<file path="src/logic/ctf_consts.svh">
// Purpose: Offsets, field positions, reset values of the transmit flag block
// Assumes: AXI4-Lite byte addresses, one aligned word per register
// Notes: Definitions only
`ifndef CTF_CONSTS_SVH
`define CTF_CONSTS_SVH

// ****************************************
// Register offsets
// ****************************************
`define CTF_OFF_FLAGS 8'h00
`define CTF_OFF_TXIE 8'h04
`define CTF_OFF_CTRL 8'h08
`define CTF_OFF_ABORT_REQ 8'h0c
`define CTF_OFF_ABORT_ACK 8'h10
`define CTF_OFF_IST 8'h14
`define CTF_OFF_IMSK 8'h18

// ****************************************
// Fields and reset values
// ****************************************
`define CTF_NBUF 3
`define CTF_CTRL_INIT_REQ_BIT 0
`define CTF_CTRL_LISTEN_BIT 1
`define CTF_CTRL_WAKE_FN_BIT 2
`define CTF_CTRL_WAKE_IRQ_BIT 3
`define CTF_CTRL_INIT_ACK_BIT 4
`define CTF_FLAGS_RST 3'h7
`define CTF_TXIE_RST 3'h0
`define CTF_RESP_OKAY 2'h0
`define CTF_RESP_SLVERR 2'h2

`endif

</file>
<file path="src/logic/ctf_pkg.sv">
// Purpose: Types of the transmit flag block
// Assumes: Constants come from ctf_consts.svh
// Notes: Receiver state codes are Gray along ok, warning, error, bus-off
package ctf_pkg;

  typedef enum logic [1:0] {
    CTF_RX_OK = 2'h0,
    CTF_RX_WARN = 2'h1,
    CTF_RX_ERR = 2'h3,
    CTF_RX_BUSOFF = 2'h2
  } ctf_rx_state_t;

  // Signals arriving from the protocol engine
  typedef struct packed {
    logic [2:0] tx_done;
    logic [2:0] tx_failed;
    logic [2:0] tx_active;
    logic tx_bus_off;
    ctf_rx_state_t rx_state;
  } ctf_core_in_t;

  // Signals going to the protocol engine and the buffer RAM
  typedef struct packed {
    logic [2:0] tx_queued;
    logic [2:0] buf_blocked;
    logic listen_mode;
    logic wakeup_function_enable;
    logic wakeup_irq_enable;
    ctf_rx_state_t receiver_error_state;
  } ctf_core_out_t;

endpackage

</file>
<file path="src/logic/ctf_tx_flags.sv">
// Purpose: Transmit buffer empty flags, interrupt enables and abort handshake
// Assumes: AXI4-Lite slave, one clock, synchronous active-high reset
// Notes: Only the low byte of each register is implemented
//        Init acknowledge is modelled as a one-cycle echo of the request
//        Software cannot withdraw an abort request; only an empty flag or init mode drops it
//        Error counters and bit timing live in the protocol engine
//
// Behaviour
// - Successful transmission sets the empty flag
// - Granted abort sets the empty flag
// - Interrupt high while enabled flag is set
// - Clearing a flag clears its abort acknowledge
// - Setting a flag clears its abort request
// - Listen mode blocks clears and transmissions
// - Scheduled buffer blocks reads and writes
// - Init mode holds flags, enables and aborts at reset, rejects writes but control and mask
// - Write one clears flag, zero ignored
// - One interrupt enable bit per buffer
// - Transmitter bus-off recovery forces receiver OK
// - Abort granted only before start or after failure
`timescale 1ns/100ps
`include "ctf_consts.svh"

module ctf_tx_flags
  import ctf_pkg::*;
(
  input wire logic clk,
  input wire logic reset,
  input wire logic [7:0] s_axi_awaddr,
  input wire logic s_axi_awvalid,
  output logic s_axi_awready,
  input wire logic [31:0] s_axi_wdata,
  input wire logic [3:0] s_axi_wstrb,
  input wire logic s_axi_wvalid,
  output logic s_axi_wready,
  output logic [1:0] s_axi_bresp,
  output logic s_axi_bvalid,
  input wire logic s_axi_bready,
  input wire logic [7:0] s_axi_araddr,
  input wire logic s_axi_arvalid,
  output logic s_axi_arready,
  output logic [31:0] s_axi_rdata,
  output logic [1:0] s_axi_rresp,
  output logic s_axi_rvalid,
  input wire logic s_axi_rready,
  input wire ctf_core_in_t core_in,
  output ctf_core_out_t core_out,
  output logic tx_empty_irq,
  output logic irq
);

  // ****************************************
  // Helpers
  // ****************************************
  // Word compare: the two byte-lane bits are ignored, so any byte of a word hits it
  function automatic logic hit(input logic [7:0] addr, input logic [7:0] off);
    hit = (addr[7:2] == off[7:2]);
  endfunction

  // Seven word registers; every other word of the window answers with an error
  function automatic logic mapped(input logic [7:0] addr);
    mapped = hit(addr, `CTF_OFF_FLAGS) | hit(addr, `CTF_OFF_TXIE) | hit(addr, `CTF_OFF_CTRL) |
             hit(addr, `CTF_OFF_ABORT_REQ) | hit(addr, `CTF_OFF_ABORT_ACK) | hit(addr, `CTF_OFF_IST) |
             hit(addr, `CTF_OFF_IMSK);
  endfunction

  // ****************************************
  // Registers
  // ****************************************
  // Write path: address and data may arrive in either order
  logic aw_ok_ff;
  logic [7:0] awaddr_ff;
  logic w_ok_ff;
  logic [7:0] wdata_ff;
  logic wstrb0_ff;
  logic bvalid_ff;
  logic [1:0] bresp_ff;

  // Read path: one read outstanding at most
  logic rvalid_ff;
  logic [31:0] rdata_ff;
  logic [1:0] rresp_ff;

  // Per-buffer state, bit n belongs to transmit buffer n
  logic [2:0] flags_ff;
  logic [2:0] txie_ff;
  logic [2:0] abort_req_ff;
  logic [2:0] abort_ack_ff;
  logic [2:0] ist_ff;
  logic [2:0] imsk_ff;

  // Mode and wake-up control
  logic init_rq_ff;
  logic init_ak_ff;
  logic listen_ff;
  logic wake_fn_ff;
  logic wake_irq_ff;

  // Error state tracking
  logic bus_off_ff;
  ctf_rx_state_t rx_state_ff;

  // ****************************************
  // Bus decode
  // ****************************************
  wire aw_hs = s_axi_awvalid & s_axi_awready;
  wire w_hs = s_axi_wvalid & s_axi_wready;
  wire ar_hs = s_axi_arvalid & s_axi_arready;
  wire do_wr = aw_ok_ff & w_ok_ff & ~bvalid_ff;
  wire wr_en = do_wr & wstrb0_ff;
  wire init_active = init_rq_ff & init_ak_ff;
  // Writes only when both init bits are low, so the exit handshake is also protected
  wire wr_open = ~init_rq_ff & ~init_ak_ff;
  wire wr_flags = wr_en & hit(awaddr_ff, `CTF_OFF_FLAGS) & wr_open & ~listen_ff;
  wire wr_txie = wr_en & hit(awaddr_ff, `CTF_OFF_TXIE) & wr_open;
  // Control stays writable in init mode, otherwise init mode could never be left
  wire wr_ctrl = wr_en & hit(awaddr_ff, `CTF_OFF_CTRL);
  wire wr_abort_req = wr_en & hit(awaddr_ff, `CTF_OFF_ABORT_REQ) & wr_open;
  wire wr_imsk = wr_en & hit(awaddr_ff, `CTF_OFF_IMSK);
  // Any accepted read of the status word clears it; software must act on what it read
  wire rd_ist = ar_hs & hit(s_axi_araddr, `CTF_OFF_IST);

  // ****************************************
  // Flag logic
  // ****************************************
  // Abort is only taken while the frame has not started or after it failed
  // Abort is only taken while the frame has not started or after it failed;
  // a frame already on the wire is allowed to finish and counts as sent
  wire [2:0] grant = abort_req_ff & ~flags_ff & (~core_in.tx_active | core_in.tx_failed);

  // A done pulse for a buffer that is already empty is stale and ignored
  wire [2:0] set_flag = (core_in.tx_done & ~flags_ff) | grant;

  // Write one clears, write zero leaves the bit alone
  wire [2:0] clr_req = wr_flags ? wdata_ff[2:0] : 3'h0;

  // Hardware set wins over a software clear in the same cycle, so no
  // completion is ever lost; software sees the buffer empty and reloads it
  wire [2:0] clr_eff = clr_req & flags_ff & ~set_flag;
  wire [2:0] nxt_flags = init_active ? `CTF_FLAGS_RST : ((flags_ff & ~clr_eff) | set_flag);

  // The acknowledge lives until software hands the buffer over again
  wire [2:0] nxt_abort_ack = init_active ? 3'h0 : ((abort_ack_ff & ~clr_eff) | grant);

  // Requests only stick on scheduled buffers; a flag going empty drops them
  wire [2:0] abort_req_set = wr_abort_req ? (wdata_ff[2:0] & ~flags_ff) : 3'h0;
  wire [2:0] nxt_abort_req = init_active ? 3'h0 : ((abort_req_ff | abort_req_set) & ~set_flag);

  wire [2:0] nxt_txie = init_active ? `CTF_TXIE_RST : (wr_txie ? wdata_ff[2:0] : txie_ff);

  // Status records every empty event, enabled or not; a read clears, a new event wins
  wire [2:0] nxt_ist = (ist_ff & ~{3{rd_ist}}) | set_flag;

  // Receiver follows its engine, except on the bus-off to OK step of the transmitter
  wire tx_recover = bus_off_ff & ~core_in.tx_bus_off;
  wire ctf_rx_state_t nxt_rx_state = tx_recover ? CTF_RX_OK : core_in.rx_state;

  // ****************************************
  // Read mux
  // ****************************************
  // Init acknowledge is read-only; the write path ignores that bit
  wire [7:0] ctrl_rd = {3'h0, init_ak_ff, wake_irq_ff, wake_fn_ff, listen_ff, init_rq_ff};

  // Unmapped words read as zero, the response code tells them apart
  wire [7:0] rd_byte =
    hit(s_axi_araddr, `CTF_OFF_FLAGS) ? {5'h0, flags_ff} :
    hit(s_axi_araddr, `CTF_OFF_TXIE) ? {5'h0, txie_ff} :
    hit(s_axi_araddr, `CTF_OFF_CTRL) ? ctrl_rd :
    hit(s_axi_araddr, `CTF_OFF_ABORT_REQ) ? {5'h0, abort_req_ff} :
    hit(s_axi_araddr, `CTF_OFF_ABORT_ACK) ? {5'h0, abort_ack_ff} :
    hit(s_axi_araddr, `CTF_OFF_IST) ? {5'h0, ist_ff} :
    hit(s_axi_araddr, `CTF_OFF_IMSK) ? {5'h0, imsk_ff} : 8'h00;

  // ****************************************
  // AXI4-Lite write channel
  // ****************************************
  // Each channel is latched on its own handshake; the write is applied once
  // both halves are held, and neither is taken again until the response is gone
  always_ff @(posedge clk) begin
    if (reset) begin
      aw_ok_ff <= 1'b0;
      awaddr_ff <= 8'h00;
      w_ok_ff <= 1'b0;
      wdata_ff <= 8'h00;
      wstrb0_ff <= 1'b0;
    end else begin
      if (aw_hs) begin
        aw_ok_ff <= 1'b1;
        awaddr_ff <= s_axi_awaddr;
      end else if (do_wr) begin
        aw_ok_ff <= 1'b0;
      end
      if (w_hs) begin
        w_ok_ff <= 1'b1;
        wdata_ff <= s_axi_wdata[7:0];
        wstrb0_ff <= s_axi_wstrb[0];
      end else if (do_wr) begin
        w_ok_ff <= 1'b0;
      end
    end
  end

  // Response stands until the master takes it
  always_ff @(posedge clk) begin
    if (reset) begin
      bvalid_ff <= 1'b0;
      bresp_ff <= `CTF_RESP_OKAY;
    end else if (do_wr) begin
      bvalid_ff <= 1'b1;
      bresp_ff <= mapped(awaddr_ff) ? `CTF_RESP_OKAY : `CTF_RESP_SLVERR;
    end else if (s_axi_bready) begin
      bvalid_ff <= 1'b0;
    end
  end

  // ****************************************
  // AXI4-Lite read channel
  // ****************************************
  // Read data is captured at the address handshake and held while rvalid stands,
  // so a late rready still sees the value of the request cycle
  always_ff @(posedge clk) begin
    if (reset) begin
      rvalid_ff <= 1'b0;
      rdata_ff <= 32'h0;
      rresp_ff <= `CTF_RESP_OKAY;
    end else if (ar_hs) begin
      rvalid_ff <= 1'b1;
      rdata_ff <= {24'h0, rd_byte};
      rresp_ff <= mapped(s_axi_araddr) ? `CTF_RESP_OKAY : `CTF_RESP_SLVERR;
    end else if (s_axi_rready) begin
      rvalid_ff <= 1'b0;
    end
  end

  // ****************************************
  // Flag, enable and abort state
  // ****************************************
  always_ff @(posedge clk) begin
    if (reset) begin
      flags_ff <= `CTF_FLAGS_RST;
      txie_ff <= `CTF_TXIE_RST;
      abort_req_ff <= 3'h0;
      abort_ack_ff <= 3'h0;
      ist_ff <= 3'h0;
    end else begin
      // All next values are formed above; init mode is folded into all but nxt_ist
      flags_ff <= nxt_flags;
      txie_ff <= nxt_txie;
      abort_req_ff <= nxt_abort_req;
      abort_ack_ff <= nxt_abort_ack;
      ist_ff <= nxt_ist;
    end
  end

  // ****************************************
  // Control state
  // ****************************************
  // Acknowledge trails the request by one cycle, standing in for the engine's sync
  always_ff @(posedge clk) begin
    if (reset) begin
      init_rq_ff <= 1'b0;
      init_ak_ff <= 1'b0;
      listen_ff <= 1'b0;
      wake_fn_ff <= 1'b0;
      wake_irq_ff <= 1'b0;
      imsk_ff <= 3'h0;
    end else begin
      // Entry and exit both take a cycle, so registers stay protected in between
      init_ak_ff <= init_rq_ff;
      if (wr_ctrl) begin
        init_rq_ff <= wdata_ff[`CTF_CTRL_INIT_REQ_BIT];
        listen_ff <= wdata_ff[`CTF_CTRL_LISTEN_BIT];
        wake_fn_ff <= wdata_ff[`CTF_CTRL_WAKE_FN_BIT];
        wake_irq_ff <= wdata_ff[`CTF_CTRL_WAKE_IRQ_BIT];
      end
      // Mask stays writable in init mode so software can prepare it
      if (wr_imsk) begin
        imsk_ff <= wdata_ff[2:0];
      end
    end
  end

  // Previous bus-off level is kept to see the recovery step; the forced OK
  // lasts one cycle, after which the engine's own state is followed again
  always_ff @(posedge clk) begin
    if (reset) begin
      bus_off_ff <= 1'b0;
      rx_state_ff <= CTF_RX_OK;
    end else begin
      bus_off_ff <= core_in.tx_bus_off;
      rx_state_ff <= nxt_rx_state;
    end
  end

  // ****************************************
  // Outputs
  // ****************************************
  assign s_axi_awready = ~aw_ok_ff & ~bvalid_ff;
  assign s_axi_wready = ~w_ok_ff & ~bvalid_ff;
  assign s_axi_bvalid = bvalid_ff;
  assign s_axi_bresp = bresp_ff;
  assign s_axi_arready = ~rvalid_ff;
  assign s_axi_rvalid = rvalid_ff;
  assign s_axi_rdata = rdata_ff;
  assign s_axi_rresp = rresp_ff;

  // Ready is combinational from registers only, never from the valid inputs
  // Listen mode hides queued buffers from the engine but keeps them full
  assign core_out.tx_queued = ~flags_ff & {3{~listen_ff}};

  // Buffer RAM refuses access to any buffer that is handed over
  assign core_out.buf_blocked = ~flags_ff;
  assign core_out.listen_mode = listen_ff;

  // Software must set both for stop or wait recovery by bus activity
  assign core_out.wakeup_function_enable = wake_fn_ff;
  assign core_out.wakeup_irq_enable = wake_irq_ff;
  assign core_out.receiver_error_state = rx_state_ff;

  // tx_empty_irq drops as soon as its cause is gone; irq needs a status read or a mask clear
  assign tx_empty_irq = |(flags_ff & txie_ff);
  assign irq = |(ist_ff & imsk_ff);

endmodule

</file>
<file path="config.mk">
export PLATFORM = sky130hd
export DESIGN_NAME = ctf_tx_flags
export DESIGN_NICKNAME = d
export VERILOG_FILES = /design/src/logic/ctf_pkg.sv /design/src/logic/ctf_tx_flags.sv
export VERILOG_INCLUDE_DIRS = /design/src /design/src/logic
export SDC_FILE = /design/constraint.sdc
export NUM_CORES = 1
export LEC_CHECK = 0
export BUFFER_PORTS_ARGS = -buffer_cell sky130_fd_sc_hd__buf_2
export CAP_MARGIN = 15
export CORE_MARGIN = 2
export CORE_UTILIZATION = 45
export CTS_CLUSTER_SIZE = 40
export DETAILED_ROUTE_END_ITERATION = 7
export GPL_TIMING_DRIVEN = 0
export HOLD_SLACK_MARGIN = 0.15
export PLACE_DENSITY = 0.84
export SLEW_MARGIN = 20
export SYNTH_ARGS = -nofsm -noshare
export SYNTH_HDL_FRONTEND = slang
export SYNTH_SLANG_ARGS = --single-unit
</file>
<file path="constraint.sdc">
create_clock -name clk -period 2 [get_ports clk]
set_clock_uncertainty 0.2 [all_clocks]
set_input_delay 0.2 -clock clk [delete_from_list [all_inputs] [get_ports clk]]
set_output_delay 0.2 -clock clk [all_outputs]
set_load 0.01 [all_outputs]
</file>
==> flow_summary.toml, run 1 <==
[finish]
layout-drive-gt1-share_pct = 27.9
fin_nets = 465
finish.instance_area_sq_um = 3290
antenna_cells = 0
multi_input_area_sq_um = 1200
syn2layout_area_growth_pct = 35.9
final_core_util_pct = 63.9
n_fill_cell = 449
seq_area_sq_um = 961

[floorplanning]
ios = 125
start_util_pct = 47.0
rows = 26
die_width_um = 77.3
die-area_sq_um = 5970
coreArea_sq_um = 5140
fp.dieH_um = 77.3

[worst_hold_path]
hp-class = "primary input to flop"

[synthesis]
synth_area_sq_um = 2420
synth-edff-count = 0
postSynthCellCount = 275
async_flop_share_pct = 0
yosysTopAreaCell = "dfxtp_1"
synthTopCellsByArea = "dfxtp_1, mux2i_1, buf_4"
ys_ff_latch = 48
syn_area_per_cell_sq_um = 8.79
synth_top_family_by_area = "simple AND/OR/NAND/NOR gates"
muxShareOfSynthArea_pct = 11.3
synth.distinct_cells = 44
synth_compound_area_share_pct = 13.9
synth_top_cell_area_share_pct = 39.8
ys.flop_type = "dfxtp_1"
synthSimpleGateAreaFrac_pct = 20.1
synth_warnings = 0
synth_most_common_cell = "dfxtp_1"
synth_adder_area_share_pct = 0
synth_top_cells_by_count = "dfxtp_1, nor2_1, buf_4"
synth-xor-area-share_pct = 0
synth-seq-area-share_pct = 39.8

[setup_path]
slowest_delay_ns = 0.53
worst_ep_required_time_ns = 2.05
worst_path_max_delay_cell = "dlygate4sd3_1"
path_buf_inv = 4
path_cells = "dlygate4sd3_1 > buf_2 > clkbuf_2 > a21oi_1 > and2_1 > dlygate4sd3_1"
cpLargestDelayFamily = "buffers and inverters"
endpoint_kind = "flop"
critical_path_peak_fanout = 10
arrival_ns = 1.89
rrSetupSlack_ns = 0.19
path_class = "primary input to flop"
critPathMostFrequentCell = "dlygate4sd3_1"
worstSetupStartpointType = "primary input"

[global_route]
grt_pass1_wl_um = 9430
grt_max_degree = 15
grt-ovfl-total = 0
grt_antenna_before_repair = 0
gr-usage-all-layers_pct = 19.7
grt_pass1_vias = 2063

[detailed_routing]
routedWlPerCell_um = 12.5
drt_iter0_drc = 119
vias = 2242
firstDrtPassIters = 4
drc_errors = 0
vias_per_cell = 4.83
ant_nets = 0
wl_um = 5810

[cts]
insertion_delay_ns = 0.30
cts_buffer_depth = 2
cts_made_buffers = 5
clk_pin_slew_ns = 0.08
cts-root-buf = "clkbuf_8"
htree_levels = 2
cts.sink_count = 48
cts_tree = "yes"

[sta]
rsz0062_at_grt = "false"
holdWs_ns = 0.173
max_slew.worst_pin.slew_ns = 0.595
period_needed_ns = 1.84
report.final.slew_viol_count = 0
clock.fmax_mhz = 543
hold_violations = 0
slew_headroom_pct = 60.0
final-setup-viol-count = 0
final.setup.tns_ns = 0
period_share_pct = 92.1

[pwr]
power.density_nw_per_um2 = 645
irDropWorstVdd_mv = 0.635
leakage_nw = 1.59

[outcome]
status = "finished, final reports clean"

[place]
place_area_sq_um = 2910
gp_congestion = 0.881
io_buffers = 59
hpwl_um = 4210

[job]
cap_viol_max_count = 0
-- metrics by stage --
| stage | total power, mW | setup slack, ns | std cells |
|---|---|---|---|
| finish | 2.12 | 0.159 | 464 |
| global route | 2.21 | 0.0670 | 464 |
| CTS | 2.13 | 0.0160 | 464 |
| detailed placement | 1.29 | 0.218 | 432 |
| global placement | 1.29 | 0.246 | 432 |
| floorplan | 1.21 | 0.355 | 303 |
-- logic make-up (layout without fill, tap and decap cells) --
family,Yosys count,in the layout
compound gates,54,54
buf+inv,61,152
flops,48,48
mux,26,26
other cells,1,29
simple gates,85,85
-- sequential cells by signal, indices dropped and copies added, names as in the netlist, 2 cells and up --
name / flops
imsk_ff: 3
flags_ff: 3
s_axi_rdata: 5
ist_ff: 3
txie_ff: 3
awaddr_ff: 6
abort_req_ff: 3
abort_ack_ff: 3
wdata_ff: 4
rx_state_ff: 2
-- power breakdown --
group	internal (mW)	switching, mW	total [mW]
Combinational	0.159	0.138	0.297
Clock	0.492	0.315	0.807
Sequential	0.983	0.0334	1.02
-- final timing paths --
path                     to  cells past startpoint           start
max reg2reg     flags_ff[1]                      5    awaddr_ff[7]
min          s_axi_rdata[3]                      4   s_axi_arvalid
max          rx_state_ff[1]                      6           reset
min reg2reg  s_axi_rdata[4]                      2  s_axi_rdata[4]
-- layout by cell type (no fill, tap or decap), drive strengths merged, types with 2 or more instances in the layout --
cell         count
buf             96
dfxtp           48
nor2            35
conb            29
mux2i           25
dlygate4sd3     25
a21oi           23
inv             16
clkbuf          13
o21ai            8
nand2            7
nand2b           5
nand3b           5
nor3             5
and2             4
nand3            3
o21a             3
or3              3
a41oi            3
a31oi            3
a222oi           2
nor2b            2
nor3b            2
a22oi            2
o41ai            2
and3             2
a21o             2
and4bb           2
and4b            2
nand4b           2
a21boi           2
bufinv           2
nor4             2
nor4b            2
-- routing by layer --
layer  part of all wire [%]  vias up  GRT usage, %  wire length [um]
li1                       -     1128             -                 -
met1                     44     1011          24.3              2540
met2                     48       95          34.2              2800
met3                    7.0        8          4.59               406
met4                   0.98        0          5.89                57
met5                      0        -             0                 0
-- final cells by class --
| cell class | count | area share (%) |
|---|---|---|
| clock inverters | 2 | 1.83 |
| multi-input cells | 194 | 36.6 |
| clock buffers | 5 | 2.09 |
| well taps | 70 | 2.67 |
| repair buffers | 84 | 16.6 |
| plain buffers | 45 | 9.10 |
| inverters | 16 | 1.83 |
| flip-flops and latches | 48 | 29.2 |
-- timing repair --
item	CTS	global route
endpoints found under the hold margin	28	0
setup endpoints to repair	0	2
gates resized for setup	0	2
buffers inserted	0	0
hold buffers	25	0
-- worst reg2reg max path, cell delays in order, from the launching register on --
cell,delay [ns]
dfxtp_1,0.36
nor4b_4,0.38
and4b_1,0.24
buf_4,0.14
a21oi_1,0.06
or3_1,0.32
Note: power is estimated with default switching activity, not from simulation.
==> inputs of run 2 (changes only) <==
--- a/config.mk
+++ b/config.mk
@@ -8,6 +8,7 @@
 export LEC_CHECK = 0
 export BUFFER_PORTS_ARGS = -buffer_cell sky130_fd_sc_hd__buf_2
 export CAP_MARGIN = 15
+export CORE_ASPECT_RATIO = 1.5
 export CORE_MARGIN = 2
 export CORE_UTILIZATION = 45
 export CTS_CLUSTER_SIZE = 40
==> flow_summary.toml, run 2 (synthesis gave the netlist of run 1 again) <==
[outcome]
status = "finished, final reports clean"

[finish]
fin_nets = 465
final_cell_mix = "buf_2, dfxtp_1, nor2_1, buf_4, conb_1"
layout-drive-gt1-share_pct = 28.1
largest_reg_flops = 6
layout_commonest_cell = "buf_2"
syn2layout_area_growth_pct = 35.1
top_register = "awaddr_ff"
antenna_cells = 0

[setup_path]
arrival_ns = 1.87
worst_ep_required_time_ns = 2.05
rrSetupSlack_ns = 0.20
reg2reg_to = "flags_ff[0]"
r2r-start = "awaddr_ff[7]"
path_class = "primary input to flop"
endpoint_kind = "flop"
critPathLaunch = "reset"
worst_r2r_path_depth = 5
cp-endpoint = "rx_state_ff[0]"
worstSetupStartpointType = "primary input"
critical_path_peak_fanout = 10

[sta]
period_share_pct = 91.0
slew_headroom_pct = 62.0
hold_violations = 0
report.final.slew_viol_count = 0
max_slew.worst_pin.slew_ns = 0.565
holdWs_ns = 0.156
clock.fmax_mhz = 549
period_needed_ns = 1.82
rsz0062_at_grt = "false"
final.setup.tns_ns = 0
final-setup-viol-count = 0

[place]
hpwl_um = 4200
gp_congestion = 0.862
io_buffers = 59

[floorplanning]
die_width_um = 63.8
start_util_pct = 46.8
rows = 32
coreArea_sq_um = 5160
fp.dieH_um = 93.8
die-area_sq_um = 5990
ios = 125

[cts]
clk_pin_slew_ns = 0.09
insertion_delay_ns = 0.30
post_cts_buffers = 0
cts_buffer_depth = 2
cts_made_buffers = 5
htree_levels = 2
cts_tree = "yes"
cts.sink_count = 48
cts-root-buf = "clkbuf_8"

[job]
cap_viol_max_count = 0

[detailed_routing]
routedWlPerCell_um = 12.1
drc_errors = 0
ant_nets = 0
firstDrtPassIters = 4
vias = 2229
vias_per_cell = 4.81
drt_iter0_drc = 67
wl_um = 5600

[global_route]
grt_max_degree = 16
grt_pass1_vias = 2082
gr-usage-all-layers_pct = 19.2
grt-ovfl-total = 0
grt_pass1_wl_um = 9170
grt_antenna_before_repair = 0

[pwr]
power.density_nw_per_um2 = 614
irDropWorstVdd_mv = 0.418
leakage_nw = 1.58

[worst_hold_path]
hp-class = "primary input to flop"
-- run 2: cell count changes in the layout (fill, tap and decap cells not counted), sizes merged --
cell / delta
clkinv: +1
bufinv: -1
clkinvlp: +1
-- run 2: worst max-delay path: stages --
cell           delay (ns)
dlygate4sd3_1        0.53
buf_2                0.14
clkbuf_2             0.17
a21oi_1              0.17
and2_1               0.14
dlygate4sd3_1        0.53
-- run 2: per-layer routing --
metal | routed length, um | GRT usage (%)
met1 | 2180 | 20.7
met4 | 137 | 7.25
met5 | 0 | 0
met3 | 341 | 3.96
met2 | 2950 | 36.1
-- run 2: cell type report --
| type | instances | area (sq um) |
|---|---|---|
| Clock inverter | 3 | 42.5 |
| Tap cell | 68 | 85.1 |
| Clock buffer | 5 | 68.8 |
| Multi-Input combinational cell | 194 | 1200 |
| Fill cell | 436 | 1900 |
| Buffer | 45 | 299 |
| Inverter | 16 | 60.1 |
| Sequential cell | 48 | 961 |
| Timing Repair Buffer | 84 | 546 |
-- run 2: power breakdown --
| group | internal [mW] | leakage [nW] | switching [mW] |
|---|---|---|---|
| Combinational | 0.159 | 1.13 | 0.135 |
| Sequential | 0.983 | 0.390 | 0.0326 |
| Clock | 0.370 | 0.0541 | 0.325 |
-- run 2: how the worst min path moves through the flow --
stage,from,endpoint,slack [ns],cells past startpoint
2_1_floorplan,core_in[0],rx_state_ff[0],0.12,1
3_3_place_gp,core_in[1],rx_state_ff[1],0.20,2
3_5_place_dp,core_in[1],rx_state_ff[1],0.20,2
4_1_cts,s_axi_arvalid,s_axi_rdata[4],0.16,4
5_1_grt,s_axi_arvalid,s_axi_rdata[3],0.19,4
6_report,s_axi_arvalid,s_axi_rdata[4],0.16,4
-- run 2: repair_timing --
| action | CTS | global route |
|---|---|---|
| endpoints found under the hold margin | 29 | 0 |
| hold buffers | 25 | 0 |
| setup endpoints to repair | 0 | 2 |
| resized for setup | 0 | 2 |
-- run 2: per-stage QoR --
step	total power [mW]	utilization [%]	cells	area, sq um	setup WS, ns
floorplan	1.21	-	303	2520	0.355
global placement	1.29	56.2	430	2900	0.214
detailed placement	1.29	56.2	430	2900	0.203
CTS	2.01	63.2	463	3260	0.0313
global route	2.08	63.2	463	3270	0.0696
finish	2.00	63.2	463	3270	0.180
